$ cat config.mk
export PLATFORM = sky130hd
export DESIGN_NAME = acm_ctrl
export DESIGN_NICKNAME = d
export VERILOG_FILES = /design/src/rtl/acm_pkg.sv /design/src/rtl/acm_ctrl.sv /design/src/rtl/acm_gain_sel.sv /design/src/rtl/acm_masked_reg.sv
export VERILOG_INCLUDE_DIRS = /design/src /design/src/rtl
export SDC_FILE = /design/constraint.sdc
export NUM_CORES = 1
export LEC_CHECK = 0
export ABC_CLOCK_PERIOD_IN_PS = 2900
export BUFFER_PORTS_ARGS = -buffer_cell sky130_fd_sc_hd__buf_2
export CAP_MARGIN = 5
export CORE_ASPECT_RATIO = 0.75
export CORE_MARGIN = 2
export CORE_UTILIZATION = 51
export DETAILED_ROUTE_END_ITERATION = 16
export PLACE_DENSITY = 0.95
export SYNTH_ARGS = -nofsm -noshare
export SYNTH_HDL_FRONTEND = slang
export SYNTH_HIERARCHICAL = 1
export SYNTH_SLANG_ARGS = --single-unit
export TNS_END_PERCENT = 30
$ cat constraint.sdc
create_clock -name clk_i -period 2.9 [get_ports clk_i]
set_input_delay 0.58 -clock clk_i [delete_from_list [all_inputs] [get_ports clk_i]]
set_output_delay 0.58 -clock clk_i [all_outputs]
set_load 0.03 [all_outputs]
$ cat src/rtl/acm_defs.svh
`ifndef ACM_DEFS_SVH
`define ACM_DEFS_SVH

// register indices inside the acquisition window (word units)
`define ACM_IDX_CTRL1 10'h05c
`define ACM_IDX_CTRL0 10'h05e
`define ACM_IDX_GAIN 10'h062

// window bases: blocking and non-blocking views of the same registers
`define ACM_BASE_BLOCKING 10'h200
`define ACM_BASE_NONBLOCKING 10'h300

// byte address = 4 * (base + index)
`define ACM_ADDR_W 12
`define ACM_WORD_LSB 2

// control fields: low byte holds values, high byte holds write gates
`define ACM_CTRL_W 8
`define ACM_GATE_LSB 8
`define ACM_GATE_MSB 15
`define ACM_VAL_MSB 7

// reset values of the control bytes
`define ACM_CTRL1_RESET 8'he1
`define ACM_CTRL0_RESET 8'h38

// amplifier gain field
`define ACM_GAIN_W 3
`define ACM_GAIN_RESET 3'h0

// bit positions of chain control 1
`define ACM_C1_TEMP_COMP 7
`define ACM_C1_VOLT_COMP 6
`define ACM_C1_CURR_COMP 5
`define ACM_C1_LOWPASS 4
`define ACM_C1_EXT_CHOP 3
`define ACM_C1_INT_CHOP 2
`define ACM_C1_VOLT_CHOP 1
`define ACM_C1_AUTO_GAIN 0

// bit positions of chain control 0
`define ACM_C0_SHORT 7
`define ACM_C0_CAP_COMP 6
`define ACM_C0_TEMP_GSEL 5
`define ACM_C0_VOLT_GSEL 4
`define ACM_C0_CURR_GSEL 3
`define ACM_C0_TEMP_DLY 2
`define ACM_C0_VOLT_DLY 1
`define ACM_C0_CURR_DLY 0

// bus responses
`define ACM_RESP_OKAY 2'b00
`define ACM_RESP_SLVERR 2'b10

// converter input delay, applied in the analog chain
`define ACM_CLK_NS 25
`define ACM_INPUT_DELAY_NS 100
`define ACM_INPUT_DELAY_CYC ((`ACM_INPUT_DELAY_NS + `ACM_CLK_NS - 1) / `ACM_CLK_NS)

`endif

$ cat src/rtl/acm_pkg.sv
`include "acm_defs.svh"

package acm_pkg;

   // which register an address selects
   typedef enum logic [1:0] {
      ACM_SEL_NONE,
      ACM_SEL_CTRL1,
      ACM_SEL_CTRL0,
      ACM_SEL_GAIN
   } acm_sel_t;

   // address decode, both window bases map to the same registers
   function automatic acm_sel_t acm_decode(input logic [`ACM_ADDR_W-1:0] addr);
      logic [9:0] word;
      acm_sel_t sel;
      word = addr[`ACM_ADDR_W-1:`ACM_WORD_LSB];
      sel = ACM_SEL_NONE;
      if (addr[1:0] == 2'h0) begin
         if (word == 10'(`ACM_BASE_BLOCKING + `ACM_IDX_CTRL1) ||
             word == 10'(`ACM_BASE_NONBLOCKING + `ACM_IDX_CTRL1)) begin
            sel = ACM_SEL_CTRL1;
         end else if (word == 10'(`ACM_BASE_BLOCKING + `ACM_IDX_CTRL0) ||
                      word == 10'(`ACM_BASE_NONBLOCKING + `ACM_IDX_CTRL0)) begin
            sel = ACM_SEL_CTRL0;
         end else if (word == 10'(`ACM_BASE_BLOCKING + `ACM_IDX_GAIN) ||
                      word == 10'(`ACM_BASE_NONBLOCKING + `ACM_IDX_GAIN)) begin
            sel = ACM_SEL_GAIN;
         end
      end
      return sel;
   endfunction : acm_decode

endpackage : acm_pkg

$ cat src/rtl/acm_ctrl.sv
// How it works
// - A control bit changes only when its gate bit (position plus 8) is set.
// - Control registers take only full 16-bit writes; narrower ones are refused.
// - Registers sit at 0x5C, 0x5E and gain at 0x62 behind bases 0x200 and 0x300.
// - Control 1 bit 7 enables temperature compensation, resets to 1.
// - Control 1 bit 6 enables voltage compensation, resets to 1.
// - Control 1 bit 5 enables current compensation, resets to 1.
// - Control 1 bit 4 enables the current/voltage low-pass filter, resets to 0.
// - Control 1 bits 3..1 enable choppers ext temp, int temp, voltage; reset 0.
// - Control 1 bit 0 selects automatic gain, else manual gain; resets to 1.
// - Manual gain writes apply only without auto gain; reads show gain in use.
// - Control 0 bit 7 shorts current and voltage converter inputs, resets 0.
// - Control 0 bit 6 enables supply pin capacitor compensation, resets 0.
// - Control 0 bits 5..3 select standard converter gain when 1; reset 1.
// - Control 0 bits 2..0 add about 100 ns converter input delay; reset 0.
`timescale 1ns/10ps
`include "acm_defs.svh"

module acm_ctrl (
   input wire logic clk_i,
   input wire logic resetn_i,
   // register bus
   input wire logic [`ACM_ADDR_W-1:0] s_axi_awaddr_i,
   input wire logic s_axi_awvalid_i,
   output logic s_axi_awready_o,
   input wire logic [31:0] s_axi_wdata_i,
   input wire logic [3:0] s_axi_wstrb_i,
   input wire logic s_axi_wvalid_i,
   output logic s_axi_wready_o,
   output logic [1:0] s_axi_bresp_o,
   output logic s_axi_bvalid_o,
   input wire logic s_axi_bready_i,
   input wire logic [`ACM_ADDR_W-1:0] s_axi_araddr_i,
   input wire logic s_axi_arvalid_i,
   output logic s_axi_arready_o,
   output logic [31:0] s_axi_rdata_o,
   output logic [1:0] s_axi_rresp_o,
   output logic s_axi_rvalid_o,
   input wire logic s_axi_rready_i,
   // gain from the automatic gain controller
   input wire logic [`ACM_GAIN_W-1:0] auto_gain_code_i,
   // chain control 1
   output logic temp_channel_comp_on_o,
   output logic volt_channel_comp_on_o,
   output logic curr_channel_comp_on_o,
   output logic lowpass_filter_on_o,
   output logic ext_temp_chopper_on_o,
   output logic int_temp_chopper_on_o,
   output logic volt_chopper_on_o,
   output logic auto_gain_on_o,
   // chain control 0
   output logic input_short_on_o,
   output logic supply_pin_cap_comp_o,
   output logic temp_converter_gain_sel_o,
   output logic volt_converter_gain_sel_o,
   output logic curr_converter_gain_sel_o,
   output logic temp_input_delay_on_o,
   output logic volt_input_delay_on_o,
   output logic curr_input_delay_on_o,
   // amplifier gain in use
   output logic [`ACM_GAIN_W-1:0] amplifier_gain_field_o
);
   import acm_pkg::*;

   ////////////////////////////////////////////////////////////////////////////////
   // write channel state

   logic aw_held;
   logic [`ACM_ADDR_W-1:0] aw_addr;
   logic w_held;
   logic [31:0] w_data;
   logic [3:0] w_strb;
   logic bvalid;
   logic [1:0] bresp;
   logic next_aw_held;
   logic [`ACM_ADDR_W-1:0] next_aw_addr;
   logic next_w_held;
   logic [31:0] next_w_data;
   logic [3:0] next_w_strb;
   logic next_bvalid;
   logic [1:0] next_bresp;

   logic wr_fire;
   acm_sel_t wr_sel;
   logic full16;
   logic wr_ctrl1;
   logic wr_ctrl0;
   logic wr_gain;
   logic [`ACM_CTRL_W-1:0] wr_val;
   logic [`ACM_CTRL_W-1:0] wr_gate;
   logic [`ACM_CTRL_W-1:0] ctrl1;
   logic [`ACM_CTRL_W-1:0] ctrl0;

   // address and data are taken independently, one write at a time
   assign s_axi_awready_o = !aw_held;
   assign s_axi_wready_o = !w_held;
   assign s_axi_bvalid_o = bvalid;
   assign s_axi_bresp_o = bresp;

   // write decode once both halves are held
   assign wr_fire = aw_held && w_held && !bvalid;
   assign wr_sel = acm_decode(aw_addr);
   assign full16 = &w_strb[1:0];
   assign wr_ctrl1 = wr_fire && (wr_sel == ACM_SEL_CTRL1) && full16;
   assign wr_ctrl0 = wr_fire && (wr_sel == ACM_SEL_CTRL0) && full16;
   assign wr_gain = wr_fire && (wr_sel == ACM_SEL_GAIN) && w_strb[0];
   assign wr_val = w_data[`ACM_VAL_MSB:0];
   assign wr_gate = w_data[`ACM_GATE_MSB:`ACM_GATE_LSB];

   // write channel next state
   always_comb begin
      next_aw_held = aw_held;
      next_aw_addr = aw_addr;
      next_w_held = w_held;
      next_w_data = w_data;
      next_w_strb = w_strb;
      next_bvalid = bvalid;
      next_bresp = bresp;
      if (s_axi_awvalid_i && !aw_held) begin
         next_aw_held = 1'b1;
         next_aw_addr = s_axi_awaddr_i;
      end
      if (s_axi_wvalid_i && !w_held) begin
         next_w_held = 1'b1;
         next_w_data = s_axi_wdata_i;
         next_w_strb = s_axi_wstrb_i;
      end
      if (wr_fire) begin
         next_aw_held = 1'b0;
         next_w_held = 1'b0;
         next_bvalid = 1'b1;
         next_bresp = (wr_ctrl1 || wr_ctrl0 || wr_gain) ? `ACM_RESP_OKAY
                                                        : `ACM_RESP_SLVERR;
      end else if (bvalid && s_axi_bready_i) begin
         next_bvalid = 1'b0;
      end
   end

   // write channel registers
   always_ff @(posedge clk_i or negedge resetn_i) begin
      if (!resetn_i) begin
         aw_held <= 1'b0;
         aw_addr <= '0;
         w_held <= 1'b0;
         w_data <= '0;
         w_strb <= '0;
         bvalid <= 1'b0;
         bresp <= `ACM_RESP_OKAY;
      end else begin
         aw_held <= next_aw_held;
         aw_addr <= next_aw_addr;
         w_held <= next_w_held;
         w_data <= next_w_data;
         w_strb <= next_w_strb;
         bvalid <= next_bvalid;
         bresp <= next_bresp;
      end
   end

   ////////////////////////////////////////////////////////////////////////////////
   // control registers

   // chain control 1, compensation, filter, chopper and gain mode
   acm_masked_reg #(
      .RESET_VAL(`ACM_CTRL1_RESET)
   ) u_ctrl1 (
      .clk_i(clk_i),
      .resetn_i(resetn_i),
      .wr_i(wr_ctrl1),
      .wdata_i(wr_val),
      .wmask_i(wr_gate),
      .value_o(ctrl1)
   );

   // chain control 0, input short, capacitor, converter gain and delay
   acm_masked_reg #(
      .RESET_VAL(`ACM_CTRL0_RESET)
   ) u_ctrl0 (
      .clk_i(clk_i),
      .resetn_i(resetn_i),
      .wr_i(wr_ctrl0),
      .wdata_i(wr_val),
      .wmask_i(wr_gate),
      .value_o(ctrl0)
   );

   // chain control 1 fields
   assign temp_channel_comp_on_o = ctrl1[`ACM_C1_TEMP_COMP];
   assign volt_channel_comp_on_o = ctrl1[`ACM_C1_VOLT_COMP];
   assign curr_channel_comp_on_o = ctrl1[`ACM_C1_CURR_COMP];
   assign lowpass_filter_on_o = ctrl1[`ACM_C1_LOWPASS];
   assign ext_temp_chopper_on_o = ctrl1[`ACM_C1_EXT_CHOP];
   assign int_temp_chopper_on_o = ctrl1[`ACM_C1_INT_CHOP];
   assign volt_chopper_on_o = ctrl1[`ACM_C1_VOLT_CHOP];
   assign auto_gain_on_o = ctrl1[`ACM_C1_AUTO_GAIN];

   // chain control 0 fields
   assign input_short_on_o = ctrl0[`ACM_C0_SHORT];
   assign supply_pin_cap_comp_o = ctrl0[`ACM_C0_CAP_COMP];
   assign temp_converter_gain_sel_o = ctrl0[`ACM_C0_TEMP_GSEL];
   assign volt_converter_gain_sel_o = ctrl0[`ACM_C0_VOLT_GSEL];
   assign curr_converter_gain_sel_o = ctrl0[`ACM_C0_CURR_GSEL];
   assign temp_input_delay_on_o = ctrl0[`ACM_C0_TEMP_DLY];
   assign volt_input_delay_on_o = ctrl0[`ACM_C0_VOLT_DLY];
   assign curr_input_delay_on_o = ctrl0[`ACM_C0_CURR_DLY];

   // amplifier gain, auto or manual
   acm_gain_sel u_gain (
      .clk_i(clk_i),
      .resetn_i(resetn_i),
      .auto_i(auto_gain_on_o),
      .auto_code_i(auto_gain_code_i),
      .wr_i(wr_gain),
      .wcode_i(w_data[`ACM_GAIN_W-1:0]),
      .gain_o(amplifier_gain_field_o)
   );

   ////////////////////////////////////////////////////////////////////////////////
   // read channel

   logic rvalid;
   logic [31:0] rdata;
   logic [1:0] rresp;
   logic next_rvalid;
   logic [31:0] next_rdata;
   logic [1:0] next_rresp;
   acm_sel_t rd_sel;

   assign s_axi_arready_o = !rvalid;
   assign s_axi_rvalid_o = rvalid;
   assign s_axi_rdata_o = rdata;
   assign s_axi_rresp_o = rresp;
   assign rd_sel = acm_decode(s_axi_araddr_i);

   // read mux, gate bits always read zero
   always_comb begin
      next_rvalid = rvalid;
      next_rdata = rdata;
      next_rresp = rresp;
      if (s_axi_arvalid_i && !rvalid) begin
         next_rvalid = 1'b1;
         next_rresp = `ACM_RESP_OKAY;
         case (rd_sel)
            ACM_SEL_CTRL1: begin
               next_rdata = {24'h000000, ctrl1};
            end
            ACM_SEL_CTRL0: begin
               next_rdata = {24'h000000, ctrl0};
            end
            ACM_SEL_GAIN: begin
               next_rdata = {29'h00000000, amplifier_gain_field_o};
            end
            default: begin
               next_rdata = 32'h00000000;
               next_rresp = `ACM_RESP_SLVERR;
            end
         endcase
      end else if (rvalid && s_axi_rready_i) begin
         next_rvalid = 1'b0;
      end
   end

   // read channel registers
   always_ff @(posedge clk_i or negedge resetn_i) begin
      if (!resetn_i) begin
         rvalid <= 1'b0;
         rdata <= 32'h00000000;
         rresp <= `ACM_RESP_OKAY;
      end else begin
         rvalid <= next_rvalid;
         rdata <= next_rdata;
         rresp <= next_rresp;
      end
   end
endmodule : acm_ctrl

$ cat src/rtl/acm_gain_sel.sv
`timescale 1ns/10ps
`include "acm_defs.svh"

module acm_gain_sel (
   input wire logic clk_i,
   input wire logic resetn_i,
   input wire logic auto_i,
   input wire logic [`ACM_GAIN_W-1:0] auto_code_i,
   input wire logic wr_i,
   input wire logic [`ACM_GAIN_W-1:0] wcode_i,
   output logic [`ACM_GAIN_W-1:0] gain_o
);
   import acm_pkg::*;

   logic [`ACM_GAIN_W-1:0] next_gain;

   // auto mode tracks the gain controller, manual mode takes writes
   always_comb begin
      next_gain = gain_o;
      if (auto_i) begin
         next_gain = auto_code_i;
      end else if (wr_i) begin
         next_gain = wcode_i;
      end
   end

   // gain in use
   always_ff @(posedge clk_i or negedge resetn_i) begin
      if (!resetn_i) begin
         gain_o <= `ACM_GAIN_RESET;
      end else begin
         gain_o <= next_gain;
      end
   end

endmodule : acm_gain_sel

$ cat src/rtl/acm_masked_reg.sv
`timescale 1ns/10ps
`include "acm_defs.svh"

module acm_masked_reg #(
   parameter logic [`ACM_CTRL_W-1:0] RESET_VAL = 8'h00
) (
   input wire logic clk_i,
   input wire logic resetn_i,
   input wire logic wr_i,
   input wire logic [`ACM_CTRL_W-1:0] wdata_i,
   input wire logic [`ACM_CTRL_W-1:0] wmask_i,
   output logic [`ACM_CTRL_W-1:0] value_o
);
   import acm_pkg::*;

   logic [`ACM_CTRL_W-1:0] next_value;

   // only gated bits take the written value
   always_comb begin
      next_value = value_o;
      if (wr_i) begin
         next_value = (value_o & ~wmask_i) | (wdata_i & wmask_i);
      end
   end

   // control byte storage
   always_ff @(posedge clk_i or negedge resetn_i) begin
      if (!resetn_i) begin
         value_o <= RESET_VAL;
      end else begin
         value_o <= next_value;
      end
   end

endmodule : acm_masked_reg

After elaboration in Yosys (flattened, before gate mapping)
Cells that the tools add are included.

storage, ports and cells
  word-level logic and storage cells = 92
  bits in latches = 0
  output and inout port bits = 60
  flip-flop bits (word level) = 89
  memory bits (read-only) = 0
  bits in writable memories = 0
  memories = 0
  input bits = 70

cells by class
  multiplexer cells = 21
  magnitude comparators = 0
  reduce and logical (&&, ||, !) cells = 34
  multipliers = 0
  add/sub/neg operators = 0
  bitwise logic cells = 6
  shift-type cells = 0
  eq/ne operators = 18
  divide/modulo/power cells = 0

operators by type and width
  kind                    number
  $eq A10 B10 Y1 const B  12
  $and A8 B8 Y8           3
  $pmux W8 S3             1
  $mux W2                 10
  $or A8 B8 Y8            2
  $logic_and A1 B1 Y1     13
  $reduce_bool A2 Y1      5
  $eq A2 B2 Y1 const B    4
  $logic_or A1 B1 Y1      8
  $mux W1                 8
  $not A8 Y8              1
  $mux W3                 2
  $eq A2 B1 Y1 const B    2
  $logic_not A1 Y1        4
  $logic_not A2 Y1        2
  $reduce_or A3 Y1        1
  $reduce_and A2 Y1       1

Logic depth before layout (Yosys ltp)
Gate-level depths: netlist (run 1).

  depth after elaboration = 12
  depth in mapped cells = 6
  mapped depth without buffers = 5

By module
The synthesis (run 1) kept the hierarchy.

modules (own cells, without submodules)
  module                     area an instance (um2)  sequential area each (um2)  instances  cells an instance
  acm_ctrl                   2,079.5                 1,076.0                     1          164
  acm_masked_reg at u_ctrl1  366.6                   205.2                       1          25
  acm_masked_reg at u_ctrl0  365.4                   203.9                       1          25
  acm_gain_sel               131.4                   75.1                        1          12

Worst setup path after synthesis (run 1)
No wires, ideal clock.

  path type = reg-to-reg
  start = register bvalid (netlist: s_axi_bvalid_o)
  end = register (tool-made name)
  slack = 1.074 ns
  arrival time = 1.701 ns
  clock period less this slack = 1.826 ns
  stages on the path, launching flop included = 7
  path buffers = 1
  setup time = 0.125 ns
  required time = 2.775 ns
  cells stage by stage = dfrtp_1 nand3b_1 nor4_4 and3b_1 buf_6 nand2_1 mux2_4

RTL lines
  what                    RTL line         source
  from (decl)             acm_ctrl.sv:73   logic bvalid;
  from (signal assigned)  acm_ctrl.sv:155  bvalid <= next_bvalid;

==> metrics.cfg, run 1 <==
[detailed_routing]
viasPerCell = 4.92
antenna_left = 0
vias = 1942
wirelength_um = 5710
first_iter_violations = 76
wl_per_cell_um = 14.5
drt_first_pass_iters = 4
drc = 0

[timing]
rsz0062_at_grt = no
timing.fmax_mhz = 490
period_needed_ns = 2.04
hold_viol = 0
drv_slew = 0
setup_viol = 0
fin_skew_ns = 0.0113
tns_ns = 0
fin_crit_sh_pct = 70.4

[clock_tree]
clockBufferDepth = 2
cts-resized-gates = 0
ctsHoldBuffers = 0
clk_pin_slew_ns = 0.07
cts_root_buf = clkbuf_8
cts_tree = built
cts_buffers = 9
clk_latency_ns = 0.33
cts_setup_buffers = 0
clock_sinks = 62
cts_max_level = 3

[synth]
ys_warn_count = 6
syn_area_mm2 = 0.00294
synth_xor_area_share_pct = 0
syn_area_per_cell_um2 = 13.0
synth-seq-cells = 62
synth_top_family_by_area = multiplexers
yosys-top-cells-count = dfrtp_1 (55), buf_4 (27), nand2_1 (27)
netlist_top_cells_area = dfrtp_1 (47%), mux2_4 (8.2%), mux2_2 (7.3%)
yosysSeqAreaShare_pct = 53.0
synth.distinct_cells = 34
synthSimpleGateAreaFrac_pct = 9.78
synth-compound-area-share_pct = 4.21
syn-instance-count = 226
synth_edf_count = 0
synth_ff_type = dfrtp_1
async_flop_share_pct = 100
yosysTopAreaCell = dfrtp_1
synth_top_area_share_pct = 46.8
synth_fa_ha_area_share_pct = 0
synthMuxAreaShare_pct = 23.0
post-synth-top-count-cell = dfrtp_1

[power_and_ir_drop]
peakVddDrop_mv = 0.429
pwr_density_cell_mw_per_mm2 = 765
p_leak_uw = 0.00181

[floorplanning]
core-area_mm2 = 0.00547
die_y_um = 69.8
num_rows = 23
ioPinCount = 130
die_w_um = 91.7
dieArea_mm2 = 0.00640
initial_utilization_pct = 53.8

[final_layout]
area_growth_pct = 20.7
nets = 385
antenna_cells = 0
post-route-util_pct = 65.0
fin_area_mm2 = 0.00355
drive_above_1_share_pct = 45.9
n_fill_cell = 442

[worst_setup_path]
end_kind = register
critPathRequiredTime_ns = 3.11
crit_arrival_ns = 2.25
cp-start-kind = register
worstSetupPathType = reg2reg
cp_max_fo = 8

[grt]
grt_usage_pct = 19.2
antenna_found_initial = 0
grt_pass1_wl_um = 9440
grt_max_degree = 63
grt_pass1_vias = 1953
grt-ovfl-total = 0

[job]
cap_violations = 0

[placed_design]
gp_congestion = 0.702
port_buffers = 83
dp_hpwl_um = 4260
dpl-instance-area_mm2 = 0.00333

[outcome]
status = completed

[worst_hold_path]
hold_path.class = in2async

==> power breakdown <==
| group | leakage (uW) | switching [uW] | total [uW] | internal, uW |
|---|---|---|---|---|
| clock network | 0.000110 | 312 | 843 | 532 |
| registers | 0.000740 | 186 | 1290 | 1110 |
| logic | 0.000956 | 298 | 583 | 285 |
==> stage by stage <==
step,setup WS [ns],total power (uW),cells,hold slack (ns)
floorplan,1.07,1730,251,0.284
global placement,0.917,1850,379,0.463
detailed placement,0.872,1900,379,0.466
CTS,0.854,2750,395,0.246
global route,0.733,2890,395,0.256
finish,0.860,2720,395,0.236
==> placed cells by master, fill, tap and decap left out, drive strengths merged, types with 2 or more instances in the layout <==
master  instances
dfrtp          55
o21ai          10
conb           26
inv             9
buf            86
bufinv          2
nor4            2
o21a            2
nand2          27
mux2i          11
o221ai          3
and4b           2
clkbuf         13
mux2           45
nor2b           2
nand4           2
dfstp           7
and3            2
nand2b          2
nor4b           2
==> layer usage <==
metal / GRT usage [%] / part of all wire, %
met1: 23.8 / 42
met2: 32.4 / 50
met3: 5.65 / 6.3
met4: 5.97 / 1.1
met5: 0 / 0
==> cells by family (layout without fill, tap and decap cells) <==
group           after synthesis  count (layout)
buf+inv                      42             111
flops                        62              62
mux                          56              56
compound gates               19              19
other cells                   1              26
simple gates                 46              46
==> path summary, 6_finish.rpt <==
kind	cells past startpoint	start	endpoint	slack, ns
max in group asynchronous	2	resetn_i	async pin	2.34
setup / recovery	5	s_axi_bvalid_o	register	0.86
setup reg to reg	5	s_axi_bvalid_o	register	0.86
hold reg to reg	2	s_axi_rdata_o[4]	s_axi_rdata_o[4]	0.48
hold / removal	2	resetn_i	w_data[15]	0.24
min in group clk_i	2	s_axi_bready_i	s_axi_bvalid_o	0.42
==> critical path, cell delays in order, from the launching register on <==
cell and delay, ns:
dfrtp_1 0.39, nand3b_1 0.31, nor4_4 0.33, and3_1 0.45, nand2_1 0.14, mux2_4 0.32
==> cell type report <==
class	count	area, um^2	share of cell area [%]
clock buffer	13	159	4.47
inverter	9	33.8	0.951
timing repair buffer	86	450	12.7
clock inverter	3	67.6	1.90
multi-input combinational	147	1190	33.5
tap	75	93.8	2.64
sequential	62	1560	43.9
Note: power is estimated with default switching activity, not from simulation.
==> inputs of run 2 (changes only) <==
--- a/config.mk
+++ b/config.mk
@@ -6,14 +6,14 @@
 export SDC_FILE = /design/constraint.sdc
 export NUM_CORES = 1
 export LEC_CHECK = 0
-export ABC_CLOCK_PERIOD_IN_PS = 2900
+export ABC_CLOCK_PERIOD_IN_PS = 1700
 export BUFFER_PORTS_ARGS = -buffer_cell sky130_fd_sc_hd__buf_2
 export CAP_MARGIN = 5
 export CORE_ASPECT_RATIO = 0.75
 export CORE_MARGIN = 2
-export CORE_UTILIZATION = 51
+export CORE_UTILIZATION = 43
 export DETAILED_ROUTE_END_ITERATION = 16
-export PLACE_DENSITY = 0.95
+export PLACE_DENSITY = 0.89
 export SYNTH_ARGS = -nofsm -noshare
 export SYNTH_HDL_FRONTEND = slang
 export SYNTH_HIERARCHICAL = 1
==> constraint.sdc (replaced) <==
create_clock -name clk_i -period 1.7 [get_ports clk_i]
set_input_delay 0.34 -clock clk_i [delete_from_list [all_inputs] [get_ports clk_i]]
set_output_delay 0.34 -clock clk_i [all_outputs]
set_load 0.03 [all_outputs]
==> run 2 against run 1 <==
  * The flow now finishes with violations (setup timing)
  * Utilization shrank 9.8 points
  * Clock skew shrank 0.00075 ns
  * Combinational power grew 97%
  * Maximum frequency grew 12%
  * Largest power group unchanged
  * Sequential share of layout area shrank 1.9 points
  * Die area grew 18%
  * Sequential cell count is the same
  * Count of clock-buffer cells in the layout shrank 4
  * Critical path type unchanged
  * Cell area grew 4.6%
  * Register-to-register slack lost 0.98 ns
==> metrics.cfg, run 2 (synthesized netlist as in run 1, its figures left out) <==
[outcome]
status = complete, but fails checks
violations = setup timing

[grt]
grt_usage_pct = 16.4
grt_pass1_vias = 1881
grt_pass1_wl_um = 9250
grt-ovfl-total = 0
antenna_found_initial = 0
grt_max_degree = 63

[floorplanning]
die_w_um = 99.5
ioPinCount = 130
num_rows = 26
dieArea_mm2 = 0.00753
die_y_um = 75.6
core-area_mm2 = 0.00673
initial_utilization_pct = 43.7

[clock_tree]
cts_root_buf = clkbuf_8
cts_buffers = 9
clock_sinks = 62
clk_latency_ns = 0.34
cts_tree = built
clockBufferDepth = 2
cts_max_level = 3
clk_pin_slew_ns = 0.07

[timing]
period_needed_ns = 1.82
fin_skew_ns = 0.0105
hold_viol = 0
setup_viol = 16
timing.fmax_mhz = 551
rsz0062_at_grt = yes
drv_slew = 0
fin_crit_sh_pct = 107
fin_ws_ns = -0.116
holdWs_ns = 0.00784

[detailed_routing]
drt_first_pass_iters = 4
wl_per_cell_um = 14.6
drc = 0
viasPerCell = 4.79
wirelength_um = 6050
vias = 1988
first_iter_violations = 54
antenna_left = 0

[worst_setup_path]
cp_max_fo = 4
critPathRequiredTime_ns = 1.92
worstSetupPathType = reg2reg
worstSetupStartpoint = s_axi_bvalid_o
end_kind = register
cp-start-kind = register
rrSetupSlack_ns = -0.12
crit_arrival_ns = 2.04
ff2ff_path_depth = 6
r2r_start = s_axi_bvalid_o

[final_layout]
n_fill_cell = 592
layout_common_cells = buf_2 (83), dfrtp_1 (54), conb_1 (26)
antenna_cells = 0
area_growth_pct = 26.3
nets = 396
layout_commonest_cell = buf_2
drive_above_1_share_pct = 53.5

[placed_design]
port_buffers = 83
gp_congestion = 0.778
dp_hpwl_um = 4390

[job]
cap_violations = 0

[power_and_ir_drop]
seqPwrFrac_pct = 48.0
p_sw_share_pct = 31.8
p_total_uw = 4640
pwr-share-comb_pct = 24.7
p_leak_uw = 0.00188
clock_power_share_pct = 27.3
p_int_uw = 3160
pwr_density_cell_mw_per_mm2 = 1250
peakVddDrop_mv = 0.743
p_switching_uw = 1480

[worst_hold_path]
hold_path.class = in2async

run 2: cell types whose count changed in the layout (fill, tap and decap cells not counted), sizes merged:
cell,change
clkinv,+3
clkbuf,-4
bufinv,-1
clkinvlp,+2
buf,+11
run 2: worst min-delay path by stage:
stage	to	depth (start not counted)	from
after CTS	w_strb[1]	2	resetn_i
after global placement	w_data[14]	2	resetn_i
after floorplan	aw_addr[0]	0	resetn_i
final	w_data[6]	2	resetn_i
after detailed placement	w_data[14]	2	resetn_i
after global routing	w_strb[1]	2	resetn_i
run 2: layer usage:
metal	up-vias	track usage (%)	share of wire, %
met2	95	26.5	46
met5	-	0	0
met1	951	21.2	46
met4	0	5.94	1.5
li1	933	-	-
met3	9	5.32	6.9
run 2: power by group through the flow:
stage	logic, uW	registers (uW)	clock network (uW)
3_3_place_gp	1060	2180	0
4_1_cts	1140	2190	1310
3_5_place_dp	1090	2200	0
5_1_grt	1250	2300	1380
2_1_floorplan	775	2180	0
6_report	1150	2230	1260
run 2: layout make-up:
cell class | instances | area [um^2] | area share [%]
clock inverters | 7 | 75.1 | 2.02
repair buffers | 97 | 561 | 15.1
well taps | 84 | 105 | 2.83
clock buffers | 9 | 124 | 3.33
multi-input cells | 147 | 1260 | 33.8
flip-flops and latches | 62 | 1560 | 42.0
inverters | 9 | 33.8 | 0.909
run 2: metrics by stage:
step                      cell area (um^2)  utilization (%)  worst slack [ns]  setup TNS, ns  std cells
final                                 3720             55.2            -0.116          -1.39        415
after global routing                  3720             55.2            -0.213          -3.29        415
after CTS                             3650             54.2           -0.0481         -0.404        414
after detailed placement              3420             50.8           -0.0774         -0.832        397
after global placement                3420             50.8           -0.0419         -0.329        397
after floorplan                       3040                -           -0.0106        -0.0915        251
run 2: repair_timing:
action	CTS	global route
setup endpoints to repair	17	19
buffers inserted	1	1
hold buffers	0	0
resized for setup	2	21
pin swaps	1	3
run 2: worst max-delay path, stage by stage, from the launching register on:
cell and delay [ns]:
dfrtp_2 0.40, nand3b_1 0.24, nor4_4 0.32, and3b_2 0.27, buf_6 0.13, nand2_2 0.05, mux2_4 0.29
